<file path="config.mk">
export PLATFORM = sky130hd
export DESIGN_NAME = pfc_host
export DESIGN_NICKNAME = d
export VERILOG_FILES = /design/src/pfc_pkg.sv /design/src/pfc_phase_if.sv /design/src/pfc_phase_timer.sv /design/src/pfc_host.sv
export SDC_FILE = /design/constraint.sdc
export NUM_CORES = 1
export LEC_CHECK = 0
export ABC_AREA = 1
export BUFFER_PORTS_ARGS = -buffer_cell sky130_fd_sc_hd__buf_4
export CAP_MARGIN = 20
export CORE_UTILIZATION = 40
export CTS_CLUSTER_DIAMETER = 60
export DETAILED_ROUTE_END_ITERATION = 6
export HOLD_SLACK_MARGIN = 0.05
export MAX_ROUTING_LAYER = met4
export PLACE_DENSITY = 0.65
export SLEW_MARGIN = 15
export SYNTH_ARGS = -nofsm -noshare
export SYNTH_HDL_FRONTEND = slang
export SYNTH_SLANG_ARGS = --single-unit
export TNS_END_PERCENT = 10
</file>
<file path="constraint.sdc">
create_clock -name clk_sys -period 3.2 [get_ports clk_sys]
set_clock_uncertainty 0.15 [all_clocks]
set_input_delay 0.16 -clock clk_sys [delete_from_list [all_inputs] [get_ports clk_sys]]
set_output_delay 0.16 -clock clk_sys [all_outputs]
set_load 0.05 [all_outputs]
</file>
<file path="src/pfc_pkg.sv">
package pfc_pkg;
  localparam int ADDR_W = 17;
  localparam int DATA_W = 8;
  localparam logic [7:0] CMD_READ      = 8'h00;
  localparam logic [7:0] CMD_READ_ALT  = 8'hff;
  localparam logic [7:0] CMD_ID        = 8'h90;
  localparam logic [7:0] CMD_ERASE     = 8'h30;
  localparam logic [7:0] CMD_PROG      = 8'h10;
  localparam logic [ADDR_W-1:0] ID_MFR_ADDR = 17'h00000;
  localparam logic [ADDR_W-1:0] ID_DEV_ADDR = 17'h00001;
  localparam logic [ADDR_W-1:0] ADDR_ZERO   = 17'h00000;
  localparam int ID_LINE_BIT  = 9;
  localparam int TOP_BIT      = 7;
  localparam int T_SETUP_NS   = 200;
  localparam int CLK_NS       = 100;
  localparam logic [3:0] PHASE_CYC = 4'((T_SETUP_NS + CLK_NS - 1) / CLK_NS);
  localparam logic [3:0] CNT_ZERO  = 4'h0;
  localparam logic [1:0] OP_READ   = 2'h0;
  localparam logic [1:0] OP_WRITE  = 2'h1;
  localparam logic [1:0] OP_HWID   = 2'h2;
  typedef enum logic [4:0] {
    ST_IDLE  = 5'b00001,
    ST_SETUP = 5'b00010,
    ST_STRB  = 5'b00100,
    ST_HOLD  = 5'b01000,
    ST_DONE  = 5'b10000
  } pfc_state_t;
endpackage

</file>
<file path="src/pfc_phase_if.sv">
`timescale 1ns/100ps
interface pfc_phase_if;
  logic start;
  logic tick;
  modport ctl (output start, input tick);
  modport tmr (input start, output tick);
endinterface

</file>
<file path="src/pfc_phase_timer.sv">
`timescale 1ns/100ps
module pfc_phase_timer (
  input  wire logic clk_sys,
  input  wire logic sys_rst,
  pfc_phase_if.tmr  ph
);
  import pfc_pkg::*;
  logic [3:0] cnt;
  wire        at_end = (cnt == 4'h1);
  // Each strobe phase lasts PHASE_CYC clocks so device setup times hold
  always_ff @(posedge clk_sys) begin
    if (sys_rst || ph.start) begin
      cnt <= sys_rst ? CNT_ZERO : PHASE_CYC;
    end else if (cnt != CNT_ZERO) begin
      cnt <= cnt - 4'h1;
    end
  end
  assign ph.tick = at_end;
endmodule

</file>
<file path="src/pfc_host.sv">
`timescale 1ns/100ps
// How it works
// - Hardware id: other addresses low, low Vpp
// - Write: select, strobe low, gate high
// - Write 00h or FFh for array reads
// - Program second write carries location, value
module pfc_host (
  input  wire logic                       clk_sys,
  input  wire logic                       sys_rst,
  input  wire logic                       req_valid,
  output logic                            req_ready,
  input  wire logic [1:0]                 req_op,
  input  wire logic [pfc_pkg::ADDR_W-1:0] req_addr,
  input  wire logic [pfc_pkg::DATA_W-1:0] req_data,
  output logic                            rsp_valid,
  output logic      [pfc_pkg::DATA_W-1:0] rsp_data,
  output logic                            rsp_parity_ok,
  input  wire logic                       vpp_high_in,
  output logic                            vpp_high_en,
  output logic                            id_high_voltage,
  output logic      [pfc_pkg::ADDR_W-1:0] mem_addr,
  output logic                            chip_sel_n,
  output logic                            out_gate_n,
  output logic                            wr_strobe_n,
  input  wire logic [pfc_pkg::DATA_W-1:0] mem_dq_in,
  output logic      [pfc_pkg::DATA_W-1:0] mem_dq_out,
  output logic                            mem_dq_oe
);
  import pfc_pkg::*;
  pfc_phase_if ph ();
  pfc_phase_timer u_timer (
    .clk_sys (clk_sys),
    .sys_rst (sys_rst),
    .ph      (ph)
  );
  pfc_state_t state;
  pfc_state_t next_state;
  logic [1:0]        op;
  logic [ADDR_W-1:0] addr;
  logic [DATA_W-1:0] wdata;
  logic [DATA_W-1:0] dq_s1;
  logic [DATA_W-1:0] dq_s2;
  logic              vpp_s1;
  logic              vpp_s2;
  wire is_write = (op == OP_WRITE);
  wire take     = (state == ST_IDLE) && req_valid;
  // A write is refused if the synchronised Vpp is low when it is taken; the device would ignore it anyway
  wire refuse   = take && (req_op == OP_WRITE) && !vpp_s2;
  wire launch   = take && !refuse;
  // Pins follow the request being taken, so no pin carries the previous access's op
  wire [1:0]        next_op    = launch ? req_op : op;
  wire              next_write = (next_op == OP_WRITE);
  wire              next_hwid  = (next_op == OP_HWID);
  wire              next_busy  = next_state inside {ST_SETUP, ST_STRB, ST_HOLD};
  wire              id_drive   = next_hwid && next_busy;
  // Hardware id: only the id and byte-select lines may be high
  wire [ADDR_W-1:0] take_addr  = (req_op == OP_HWID) ? ADDR_W'(req_addr[0]) : req_addr;
  wire [ADDR_W-1:0] next_addr  = launch ? take_addr : addr;
  wire [DATA_W-1:0] next_wdata = launch ? req_data : wdata;
  always_comb begin
    next_state = state;
    case (state)
      ST_IDLE:  next_state = launch ? ST_SETUP : ST_IDLE;
      ST_SETUP: next_state = ph.tick ? ST_STRB : ST_SETUP;
      ST_STRB:  next_state = ph.tick ? ST_HOLD : ST_STRB;
      ST_HOLD:  next_state = ph.tick ? ST_DONE : ST_HOLD;
      ST_DONE:  next_state = ST_IDLE;
      default:  next_state = ST_IDLE;
    endcase
  end
  assign ph.start  = launch || ((state != ST_IDLE) && (state != ST_DONE) && ph.tick);
  assign req_ready = (state == ST_IDLE);
  wire in_hold     = (state == ST_HOLD);
  // Pins are synchronised before use: they come from outside this clock
  always_ff @(posedge clk_sys) begin
    dq_s1  <= mem_dq_in;
    dq_s2  <= dq_s1;
    vpp_s1 <= vpp_high_in;
    vpp_s2 <= vpp_s1;
  end
  always_ff @(posedge clk_sys) begin
    if (sys_rst) begin
      state <= ST_IDLE;
      op    <= OP_READ;
      addr  <= ADDR_ZERO;
      wdata <= CMD_READ;
    end else begin
      state <= next_state;
      if (launch) begin
        op    <= req_op;
        addr  <= take_addr;
        wdata <= req_data;
      end
    end
  end
  // Strobes: chip select low for the whole access; it may drop between accesses
  // without harming a running erase or program
  always_ff @(posedge clk_sys) begin
    if (sys_rst) begin
      chip_sel_n      <= 1'b1;
      out_gate_n      <= 1'b1;
      wr_strobe_n     <= 1'b1;
      mem_dq_oe       <= 1'b0;
      mem_dq_out      <= CMD_READ;
      mem_addr        <= ADDR_ZERO;
      id_high_voltage <= 1'b0;
      vpp_high_en     <= 1'b0;
    end else begin
      chip_sel_n      <= !next_busy;
      // Output gate stays high during writes so there is no bus contention
      out_gate_n      <= next_write || (next_state != ST_STRB);
      // Address is stable before the falling strobe, data held past the rising one
      wr_strobe_n     <= !(next_write && (next_state == ST_STRB));
      mem_dq_oe       <= next_write && next_busy;
      mem_dq_out      <= next_wdata;
      mem_addr        <= next_addr;
      id_high_voltage <= id_drive;
      // Low Vpp in reset and during hardware id readout, high otherwise to keep commands live
      vpp_high_en     <= !id_drive;
    end
  end
  // Two sync stages delay the pin, so read data is taken at the end of hold; writes answer zero
  wire sample = in_hold && ph.tick && !is_write;
  wire parity = ^dq_s2;
  always_ff @(posedge clk_sys) begin
    if (sys_rst) begin
      rsp_valid     <= 1'b0;
      rsp_data      <= CMD_READ;
      rsp_parity_ok <= 1'b0;
    end else begin
      rsp_valid <= (state == ST_DONE) || refuse;
      if (sample) begin
        rsp_data      <= dq_s2;
        rsp_parity_ok <= parity;
      end else if (refuse || (launch && req_op == OP_WRITE)) begin
        rsp_data      <= CMD_READ;
        rsp_parity_ok <= 1'b0;
      end
    end
  end
endmodule

</file>
==> results of run 1 <==
## worst min-delay path by stage
| stage | end | slack [ns] | cells past startpoint | from |
|---|---|---|---|---|
| after floorplan | dq_s1[0]$_DFF_P_ | 0.04 | 0 | mem_dq_in[0] |
| after global placement | dq_s1[3]$_DFF_P_ | 0.11 | 1 | mem_dq_in[3] |
| after detailed placement | dq_s1[4]$_DFF_P_ | 0.12 | 1 | mem_dq_in[4] |
| after CTS | state[3]$_SDFF_PP0_ | 0.06 | 2 | sys_rst |
| after global routing | mem_dq_oe$_SDFF_PP0_ | 0.08 | 4 | req_op[1] |
| final | state[3]$_SDFF_PP0_ | 0.07 | 2 | sys_rst |
## stage by stage
stage	hold WS, ns	instance area (µm²)
after global placement	0.114	3140
after CTS	0.0587	3730
after detailed placement	0.116	3140
after global routing	0.0823	3730
after floorplan	0.0377	2520
final	0.0692	3730
## synth_stat cells, types with 2 or more instances
cell / n / share of area
nand2_1: 56 / 0.083
dfxtp_1: 66 / 0.52
xor2_1: 3 / 0.010
nand4_1: 6 / 0.015
o21ai_0: 7 / 0.014
nand3_1: 28 / 0.056
ha_1: 3 / 0.015
inv_2: 3 / 0.0045
a21oi_1: 27 / 0.054
clkbuf_1: 6 / 0.0089
nor2_4: 2 / 0.0089
edfxtp_1: 4 / 0.048
o21ai_1: 5 / 0.0099
inv_1: 19 / 0.028
nor2_1: 34 / 0.051
buf_6: 4 / 0.018
xnor2_1: 5 / 0.017
## metal layers
metal	GRT usage	vias to the layer above	share of wire
met5	-	-	0
met4	0.0964	0	0.018
met3	0.0483	11	0.036
met2	0.328	53	0.51
met1	0.205	1047	0.43
li1	-	1166	-
## flip-flops by register name (all words and copies together), names as in the netlist
signal	flops
dq_s2	8
chip_sel_n	1
out_gate_n	1
vpp_high_en	1
rsp_valid	1
u_timer.cnt	4
op	2
state	5
mem_dq_oe	1
id_high_voltage	1
wr_strobe_n	1
rsp_data	8
rsp_parity_ok	1
dq_s1	8
vpp_s1	1
mem_dq_out	8
vpp_s2	1
mem_addr	17
## worst max-delay path: stages
cell           delay, ns
dlygate4sd3_1       0.52
buf_4               0.12
nand2_1             0.08
o211ai_4            0.69
nand3_2             0.18
or2_2               0.38
## kinds of logic after synthesis
family,after synthesis,share of synthesized area
xor gates and xnor gates,8,0.0278
and+or+nand+nor,132,0.232
adders and majority gates,3,0.0149
DFF,70,0.572
AOI/OAI and AO/OA,41,0.0888
buffers and inverters,34,0.0650
## power by group
group          internal [mW]  switching [mW]
clock network          0.465           0.336
registers               1.01          0.0649
logic                  0.308           0.619
## layout make-up
class / count / area share
Sequential cell: 70 / 0.386
Timing Repair Buffer: 116 / 0.257
Multi-Input combinational cell: 184 / 0.245
Clock buffer: 10 / 0.0369
Clock inverter: 6 / 0.0251
Tap cell: 75 / 0.0251
Inverter: 23 / 0.0238
## repair_timing
item / in CTS / in global routing
setup buffers: 0 / 0
hold endpoints to repair: 36 / 0
hold buffers: 36 / 0
==> results.toml, run 1 <==
[outcome]
status = "finished, final reports clean"

[placement]
dp_cells = 432
dp_hpwl_um = 3690
gp_congestion = 0.781
dp_slack_ns = 1.06
io_buffers = 80

[sta]
finalCritPeriodShare = 0.689
setup_slack_ns = 0.996
finalHoldViolCount = 0
setup_viol = 0
setup_tns_ns = 0
max-slew-margin-rel = 0.427
rsz0062_at_grt = "no"
period_needed_ns = 2.20
drv_slew = 0
fmax_mhz = 454
tightest_slew_ns = 0.856

[drt]
drc = 0
drt-wirelength-per-cell_um = 11.8
drtIter0Drc = 148
firstDrtPassIters = 4
ant_nets = 0
vias_per_cell = 4.70
vias = 2277
drt-total-wl_um = 5720

[yosys]
synth_area_mm2 = 0.00252
syn_avg_cell_area_um2 = 8.75
ys_async_sr_fraction = 0
yosysSeqAreaShare = 0.572
synth_edf_count = 4
synth_fp_nets = 330
ys_warn_count = 0
yosysUniqueCellTypes = 27
synth_flop_cell = "dfxtp_1"
synth-seq-cells = 70
synthCells = 288

[clock_network]
cts.path.max_buffers = 2
numCtsBuffers = 9
h-tree-depth = 3
clk_latency_ns = 0.33
cts.repair.resized = 0
clockRootBuffer = "clkbuf_8"
clk_pin_slew_ns = 0.08
cts_tree = "yes"
clock_sinks = 70

[power]
p_leak_nw = 1.67
fin_total_pwr_mw = 2.80
power.density_mw_per_mm2 = 751
peakVddDrop_mv = 0.431

[cells_and_area]
instances_no_fill = 484
mostFrequentLayoutCell = "buf_4"
fin_util = 0.623
fillers = 520
final_cell_mix = "buf_4, dfxtp_1, nand2_1"
multiInputGateArea_um2 = 916
diodes = 0
area_growth_pct = 48.0
nets = 446
drive_above_1_share = 0.262
seq_area_mm2 = 0.00144

[die]
placementRows = 28
fp.dieW_um = 81.4
coreArea_mm2 = 0.00599
io_pins = 81
fp.dieH_um = 81.4
dieArea_mm2 = 0.00662
start_util = 0.421

[setup_path]
crit_type = "in2reg"
r2r_cells = 3
cp.required_ns = 3.13
critPathLaunchType = "input pin"
cp_max_fo = 32
setup.worst_path.end = "u_timer.cnt[3]$_SDFFCE_PP0P_"
r2r_end = "u_timer.cnt[3]$_SDFFCE_PP0P_"
reg2reg_slack_ns = 1.18
endpoint_kind = "flop"
arrival_ns = 2.14
crit_start = "req_op[0]"
r2r_start = "vpp_s2$_DFF_P_"

[global_route]
grt_start_max_net_pins = 35
grt_use_total = 0.192
antenna_found_initial = 0
grt_pass1_wl_um = 9330
grt.overflow.total = 0
grt_pass1_vias = 2205

[min_path]
hp-class = "in2reg"

[flow_run]
maxCapViolCount = 0
No activity file was read; power rests on OpenSTA's default activity.
==> run 2: changes to the inputs <==
clock period = 2.1 ns   (was 3.2 ns; I/O delays follow)
==> results.toml, run 2 (same netlist as run 1, synthesis figures left out) <==
[clock_network]
clock_sinks = 70
cts_tree = "yes"
clockRootBuffer = "clkbuf_8"
numCtsBuffers = 9
clk_pin_slew_ns = 0.08
cts.path.max_buffers = 2
h-tree-depth = 3
clk_latency_ns = 0.34

[power]
power.internal_mw = 2.58
fin_total_pwr_mw = 4.18
peakVddDrop_mv = 0.744
power_frac_clock = 0.264
switchingPower_mw = 1.60
combPwrFrac = 0.345
power.density_mw_per_mm2 = 1110
swShare = 0.382
p_leak_nw = 1.68
pwr-share-seq = 0.391

[sta]
setup_tns_ns = 0
finalCritPeriodShare = 0.909
fmax_mhz = 524
setup_viol = 0
period_needed_ns = 1.91
tightest_slew_ns = 0.603
finalHoldViolCount = 0
drv_slew = 0
max-slew-margin-rel = 0.597
rsz0062_at_grt = "no"

[die]
placementRows = 28
fp.dieW_um = 81.4
fp.dieH_um = 81.4
start_util = 0.421
dieArea_mm2 = 0.00662
coreArea_mm2 = 0.00599
io_pins = 81

[min_path]
min_delay_path_depth = 0
hold_end = "dq_s2[6]$_DFF_P_"
worstHoldStart = "dq_s1[6]$_DFF_P_"
hp-class = "reg2reg"

[drt]
met1Wirelength_um = 2440
ant_nets = 0
drtIter0Drc = 93
firstDrtPassIters = 4
vias = 2291
route.met2.wl_um = 2970
highest_layer = "met4"
drt-total-wl_um = 5750
vias_per_cell = 4.69
drc = 0
wl_met3_um = 272
drt-wirelength-per-cell_um = 11.8

[global_route]
grt_start_max_net_pins = 35
grt.overflow.total = 0
antenna_found_initial = 0
grt_use_total = 0.188
grt_pass1_wl_um = 9000
grt_pass1_vias = 2093

[setup_path]
r2r_start = "state[2]$_SDFF_PP0_"
r2r_end = "rsp_valid$_SDFF_PP0_"
cp_max_fo = 4
r2r_cells = 6
reg2reg_slack_ns = 0.19
crit_chain = "nor2_4 > nand4_2 > nor2_2 > nand4_1 > dlygate4sd3_1 > a21oi_1"
endpoint_kind = "flop"
critPathLaunchType = "flop"
arrival_ns = 2.02
crit_type = "reg2reg"
critical-path-max-stage-delay_ns = 0.57
cp.required_ns = 2.21
crit_slowest_cell = "dlygate4sd3_1"

[placement]
dp_hpwl_um = 3750
io_buffers = 80
gp_congestion = 0.855

[cells_and_area]
largest_register = "mem_addr"
area_growth_pct = 48.8
nets = 451
diodes = 0
mostFrequentLayoutCell = "buf_4"
largest_reg_flops = 17
drive_above_1_share = 0.266
final_cell_mix = "buf_4, dfxtp_1, nand2_1"

[outcome]
status = "finished, final reports clean"

[flow_run]
maxCapViolCount = 0
run 2: changes by cell type in the layout (fill, tap and decap cells not counted):
cell,delta
dlygate4sd3_1,+3
buf_4,+2
inv_6,+2
bufinv_16,-1
clkbuf_8,-1
clkinv_4,-1
clkinvlp_4,+1
nor2_1,-1
nor2_2,+1
run 2: stage by stage:
step           cells   util  setup WS, ns  hold WS (ns)  instance area (µm²)
6_report         489  0.626         0.191         0.181                 3750
5_1_grt          489  0.626        0.0552         0.189                 3750
4_1_cts          489  0.626         0.153         0.182                 3750
3_5_place_dp     434  0.527         0.242        0.0606                 3160
3_3_place_gp     434  0.527         0.267        0.0592                 3160
2_1_floorplan    288      -         0.269       -0.0173                 2520
run 2: cell type report:
cell class | instances | area (µm²)
Inverter | 23 | 88.8
Tap cell | 75 | 93.8
Clock inverter | 7 | 80.1
Sequential cell | 70 | 1440
Clock buffer | 9 | 124
Multi-Input combinational cell | 184 | 918
Fill cell | 532 | 2240
Timing Repair Buffer | 121 | 1010
run 2: how the worst max path moves through the flow:
stage	from	slack, ns	endpoint	cells after the start
final	state[2]$_SDFF_PP0_	0.19	rsp_valid$_SDFF_PP0_	6
after global routing	state[2]$_SDFF_PP0_	0.06	rsp_valid$_SDFF_PP0_	6
after CTS	state[2]$_SDFF_PP0_	0.15	rsp_valid$_SDFF_PP0_	6
after detailed placement	u_timer.cnt[0]$_SDFFCE_PP0P_	0.24	u_timer.cnt[1]$_DFFE_PP_	6
after global placement	u_timer.cnt[0]$_SDFFCE_PP0P_	0.27	u_timer.cnt[2]$_SDFFCE_PP0P_	6
after floorplan	state[2]$_SDFF_PP0_	0.27	u_timer.cnt[0]$_SDFFCE_PP0P_	7
run 2: layer usage:
metal,up-vias,track usage
met5,-,-
met4,0,0.0964
met3,7,0.0416
met2,57,0.313
met1,1056,0.209
li1,1171,-
run 2: repair_timing:
action                                 4_1_cts  5_1_grt
setup buffers                                0        0
setup endpoints to repair                    0        1
hold buffers                                39        0
gates resized for setup                      0        1
endpoints found under the hold margin       52        0
run 2: worst max-delay path, delay by kind of cell (launching register included):
kind	cells	cell delay (ns)
AOI/OAI and AO/OA	1	0.13
buffers and inverters	1	0.57
DFF	1	0.35
and+or+nand+nor	4	0.62
run 2: power by group through the flow:
stage | clock network, mW | registers [mW] | logic (mW)
floorplan | 0 | 2.01 | 0.688
global placement | 0 | 1.66 | 1.37
detailed placement | 0 | 1.67 | 1.38
CTS | 1.14 | 1.64 | 1.45
global route | 1.20 | 1.66 | 1.57
finish | 1.10 | 1.64 | 1.44
==> run 3: changes to the inputs <==
ABC_AREA = 0   (was 1)
BUFFER_PORTS_ARGS = not set   (was -buffer_cell sky130_fd_sc_hd__buf_4)
DONT_BUFFER_PORTS = 1   (was not set)
GPL_TIMING_DRIVEN = 0   (was not set)
PLACE_DENSITY = not set   (was 0.65)
==> results.toml, run 3 <==
[yosys]
synthCells = 246
synth_fp_nets = 288
synth-seq-cells = 70
synth_flop_cell = "dfxtp_1"
synth_edf_count = 4
synth_top_area_frac = 0.529
synth_area_mm2 = 0.00250
synth.most_common_cell = "dfxtp_1"
synth_area_leaders = "dfxtp_1, a21oi_1, nand2_1"
syn_avg_cell_area_um2 = 10.2
synth_top_cells_by_count = "dfxtp_1, nand2_1, a21oi_1"
ys_async_sr_fraction = 0
synth_top_cell_by_area = "dfxtp_1"
yosysUniqueCellTypes = 43
yosysSeqAreaShare = 0.577
ys_warn_count = 0

[setup_path]
critical-path-max-stage-delay_ns = 0.41
cp.required_ns = 2.25
endpoint_kind = "flop"
cp_max_fo = 5
arrival_ns = 2.27
critPathLaunchType = "flop"
crit_slowest_cell = "edfxtp_1"
crit_type = "reg2reg"
crit_chain = "inv_2 > ha_4 > or3b_4 > or3_4 > nor3b_4 > buf_6 > buf_12 > a22o_1"

[drt]
drc = 0
firstDrtPassIters = 4
ant_nets = 0
drt-wirelength-per-cell_um = 14.5
vias_per_cell = 5.05
vias = 1938
drt-total-wl_um = 5560
drtIter0Drc = 101

[placement]
postPlaceCellArea_mm2 = 0.00260
io_buffers = 0
dp_cells = 321
dp_hpwl_um = 3460
gp_congestion = 0.787

[cells_and_area]
mostFrequentLayoutCell = "dfxtp_1"
instances_no_fill = 384
fin_area_mm2 = 0.00337
largest_register = "mem_addr"
drive_above_1_share = 0.165
diodes = 0
final_cell_mix = "dfxtp_1, nand2_1, dlygate4sd3_1"
area_growth_pct = 34.6
fillers = 521
largest_reg_flops = 17
nets = 346

[outcome]
status = "finished, violations left"
violations = "negative hold slack, negative setup slack"

[sta]
drv_slew = 0
setup_slack_ns = -0.0255
tightest_slew_ns = 0.802
setup_viol = 9
finalCritPeriodShare = 1.01
fmax_mhz = 470
timing.hold.ws_ns = -0.0452
finalHoldViolCount = 9
period_needed_ns = 2.13
max-slew-margin-rel = 0.458
rsz0062_at_grt = "yes"

[min_path]
hp-class = "in2reg"

[global_route]
grt_pass1_wl_um = 8810
grt_pass1_vias = 1908
grt_start_max_net_pins = 13
antenna_found_initial = 0
grt_use_total = 0.189
grt.overflow.total = 0

[die]
start_util = 0.417
fp.dieH_um = 81.1
coreArea_mm2 = 0.00599
placementRows = 28
fp.dieW_um = 81.1
io_pins = 81
dieArea_mm2 = 0.00657

[clock_network]
clk_pin_slew_ns = 0.07
clk_latency_ns = 0.35
clockRootBuffer = "clkbuf_8"
cts_hold_buf = 37
cts.path.max_buffers = 2
numCtsBuffers = 9
cts_tree = "yes"
clock_sinks = 70
h-tree-depth = 3

[power]
pwr-share-seq = 0.477
p_leak_nw = 1.28
combPwrFrac = 0.139
switchingPower_mw = 0.920
power.internal_mw = 2.51
power_frac_clock = 0.384
swShare = 0.268
peakVddDrop_mv = 0.646
power.density_mw_per_mm2 = 1020

[flow_run]
maxCapViolCount = 0
==> run 3: cell count changes after synthesis, sizes merged, moves of 9 or more <==
cell   change
nor2      -26
inv       -18
nand2     -18
nand3     -11
o21ai     -11
a22o       +9
==> run 3: power by group through the flow <==
stage | clock network [mW] | logic [mW] | registers (mW)
finish | 1.32 | 0.475 | 1.64
global route | 1.40 | 0.531 | 1.65
CTS | 1.35 | 0.460 | 1.63
detailed placement | 0 | 0.353 | 1.66
global placement | 0 | 0.345 | 1.66
floorplan | 0 | 0.291 | 1.64
==> run 3: critical path: cells and delay by family (launching register included) <==
family | cells | cell delay [ns]
fa+ha+maj | 1 | 0.12
buf+inv | 3 | 0.35
simple gates | 3 | 0.93
compound gates | 1 | 0.11
flops | 1 | 0.41
==> run 3: final timing paths <==
kind / slack (ns) / cells past startpoint / end / startpoint
max reg2reg: -0.03 / 8 / rsp_parity_ok$_SDFFE_PP0P_ / u_timer.cnt[1]$_DFFE_PP_
max: -0.03 / 8 / rsp_parity_ok$_SDFFE_PP0P_ / u_timer.cnt[1]$_DFFE_PP_
min: -0.05 / 2 / rsp_data[4]$_SDFFE_PP0P_ / sys_rst
min reg2reg: 0.17 / 0 / dq_s2[5]$_DFF_P_ / dq_s1[5]$_DFF_P_
==> run 3: metrics by stage <==
step	utilization	setup slack [ns]	total power, mW	TNS, ns
after CTS	0.559	-0.0294	3.45	-0.234
after floorplan	-	0.0309	1.93	0
after detailed placement	0.434	-0.157	2.01	-1.75
final	0.562	-0.0255	3.43	-0.157
after global placement	0.434	-0.154	2.00	-1.77
after global routing	0.562	-0.102	3.58	-0.915
==> run 3: routing by layer <==
layer  vias up  share of wire  track usage
li1        971              -            -
met1       904           0.42        0.205
met2        54           0.50        0.308
met3         9          0.059       0.0663
met4         0          0.017       0.0893
met5         -              0            -
==> run 3: final cells by class <==
cell class | instances | area (µm²) | area share
Sequential cell | 70 | 1450 | 0.430
Clock buffer | 10 | 138 | 0.0409
Buffer | 12 | 71.3 | 0.0212
Tap cell | 75 | 93.8 | 0.0279
Timing Repair Buffer | 47 | 482 | 0.143
Multi-Input combinational cell | 159 | 1010 | 0.299
Inverter | 5 | 18.8 | 0.00558
Clock inverter | 6 | 109 | 0.0323
==> run 3: cells by family after synthesis <==
family / share of synthesized area
and+or+nand+nor: 0.210
DFF: 0.577
AOI/OAI and AO/OA: 0.131
xor gates and xnor gates: 0.0315
adders and majority gates: 0.0150
buffers and inverters: 0.0360
==> run 3: what timing repair did <==
action / 4_1_cts / 5_1_grt
setup buffers: 8 / 1
endpoints found under the setup margin: 13 / 32
endpoints found under the hold margin: 53 / 13
gates cloned: 1 / 0
gates resized for setup: 11 / 2
pin swaps: 5 / 3
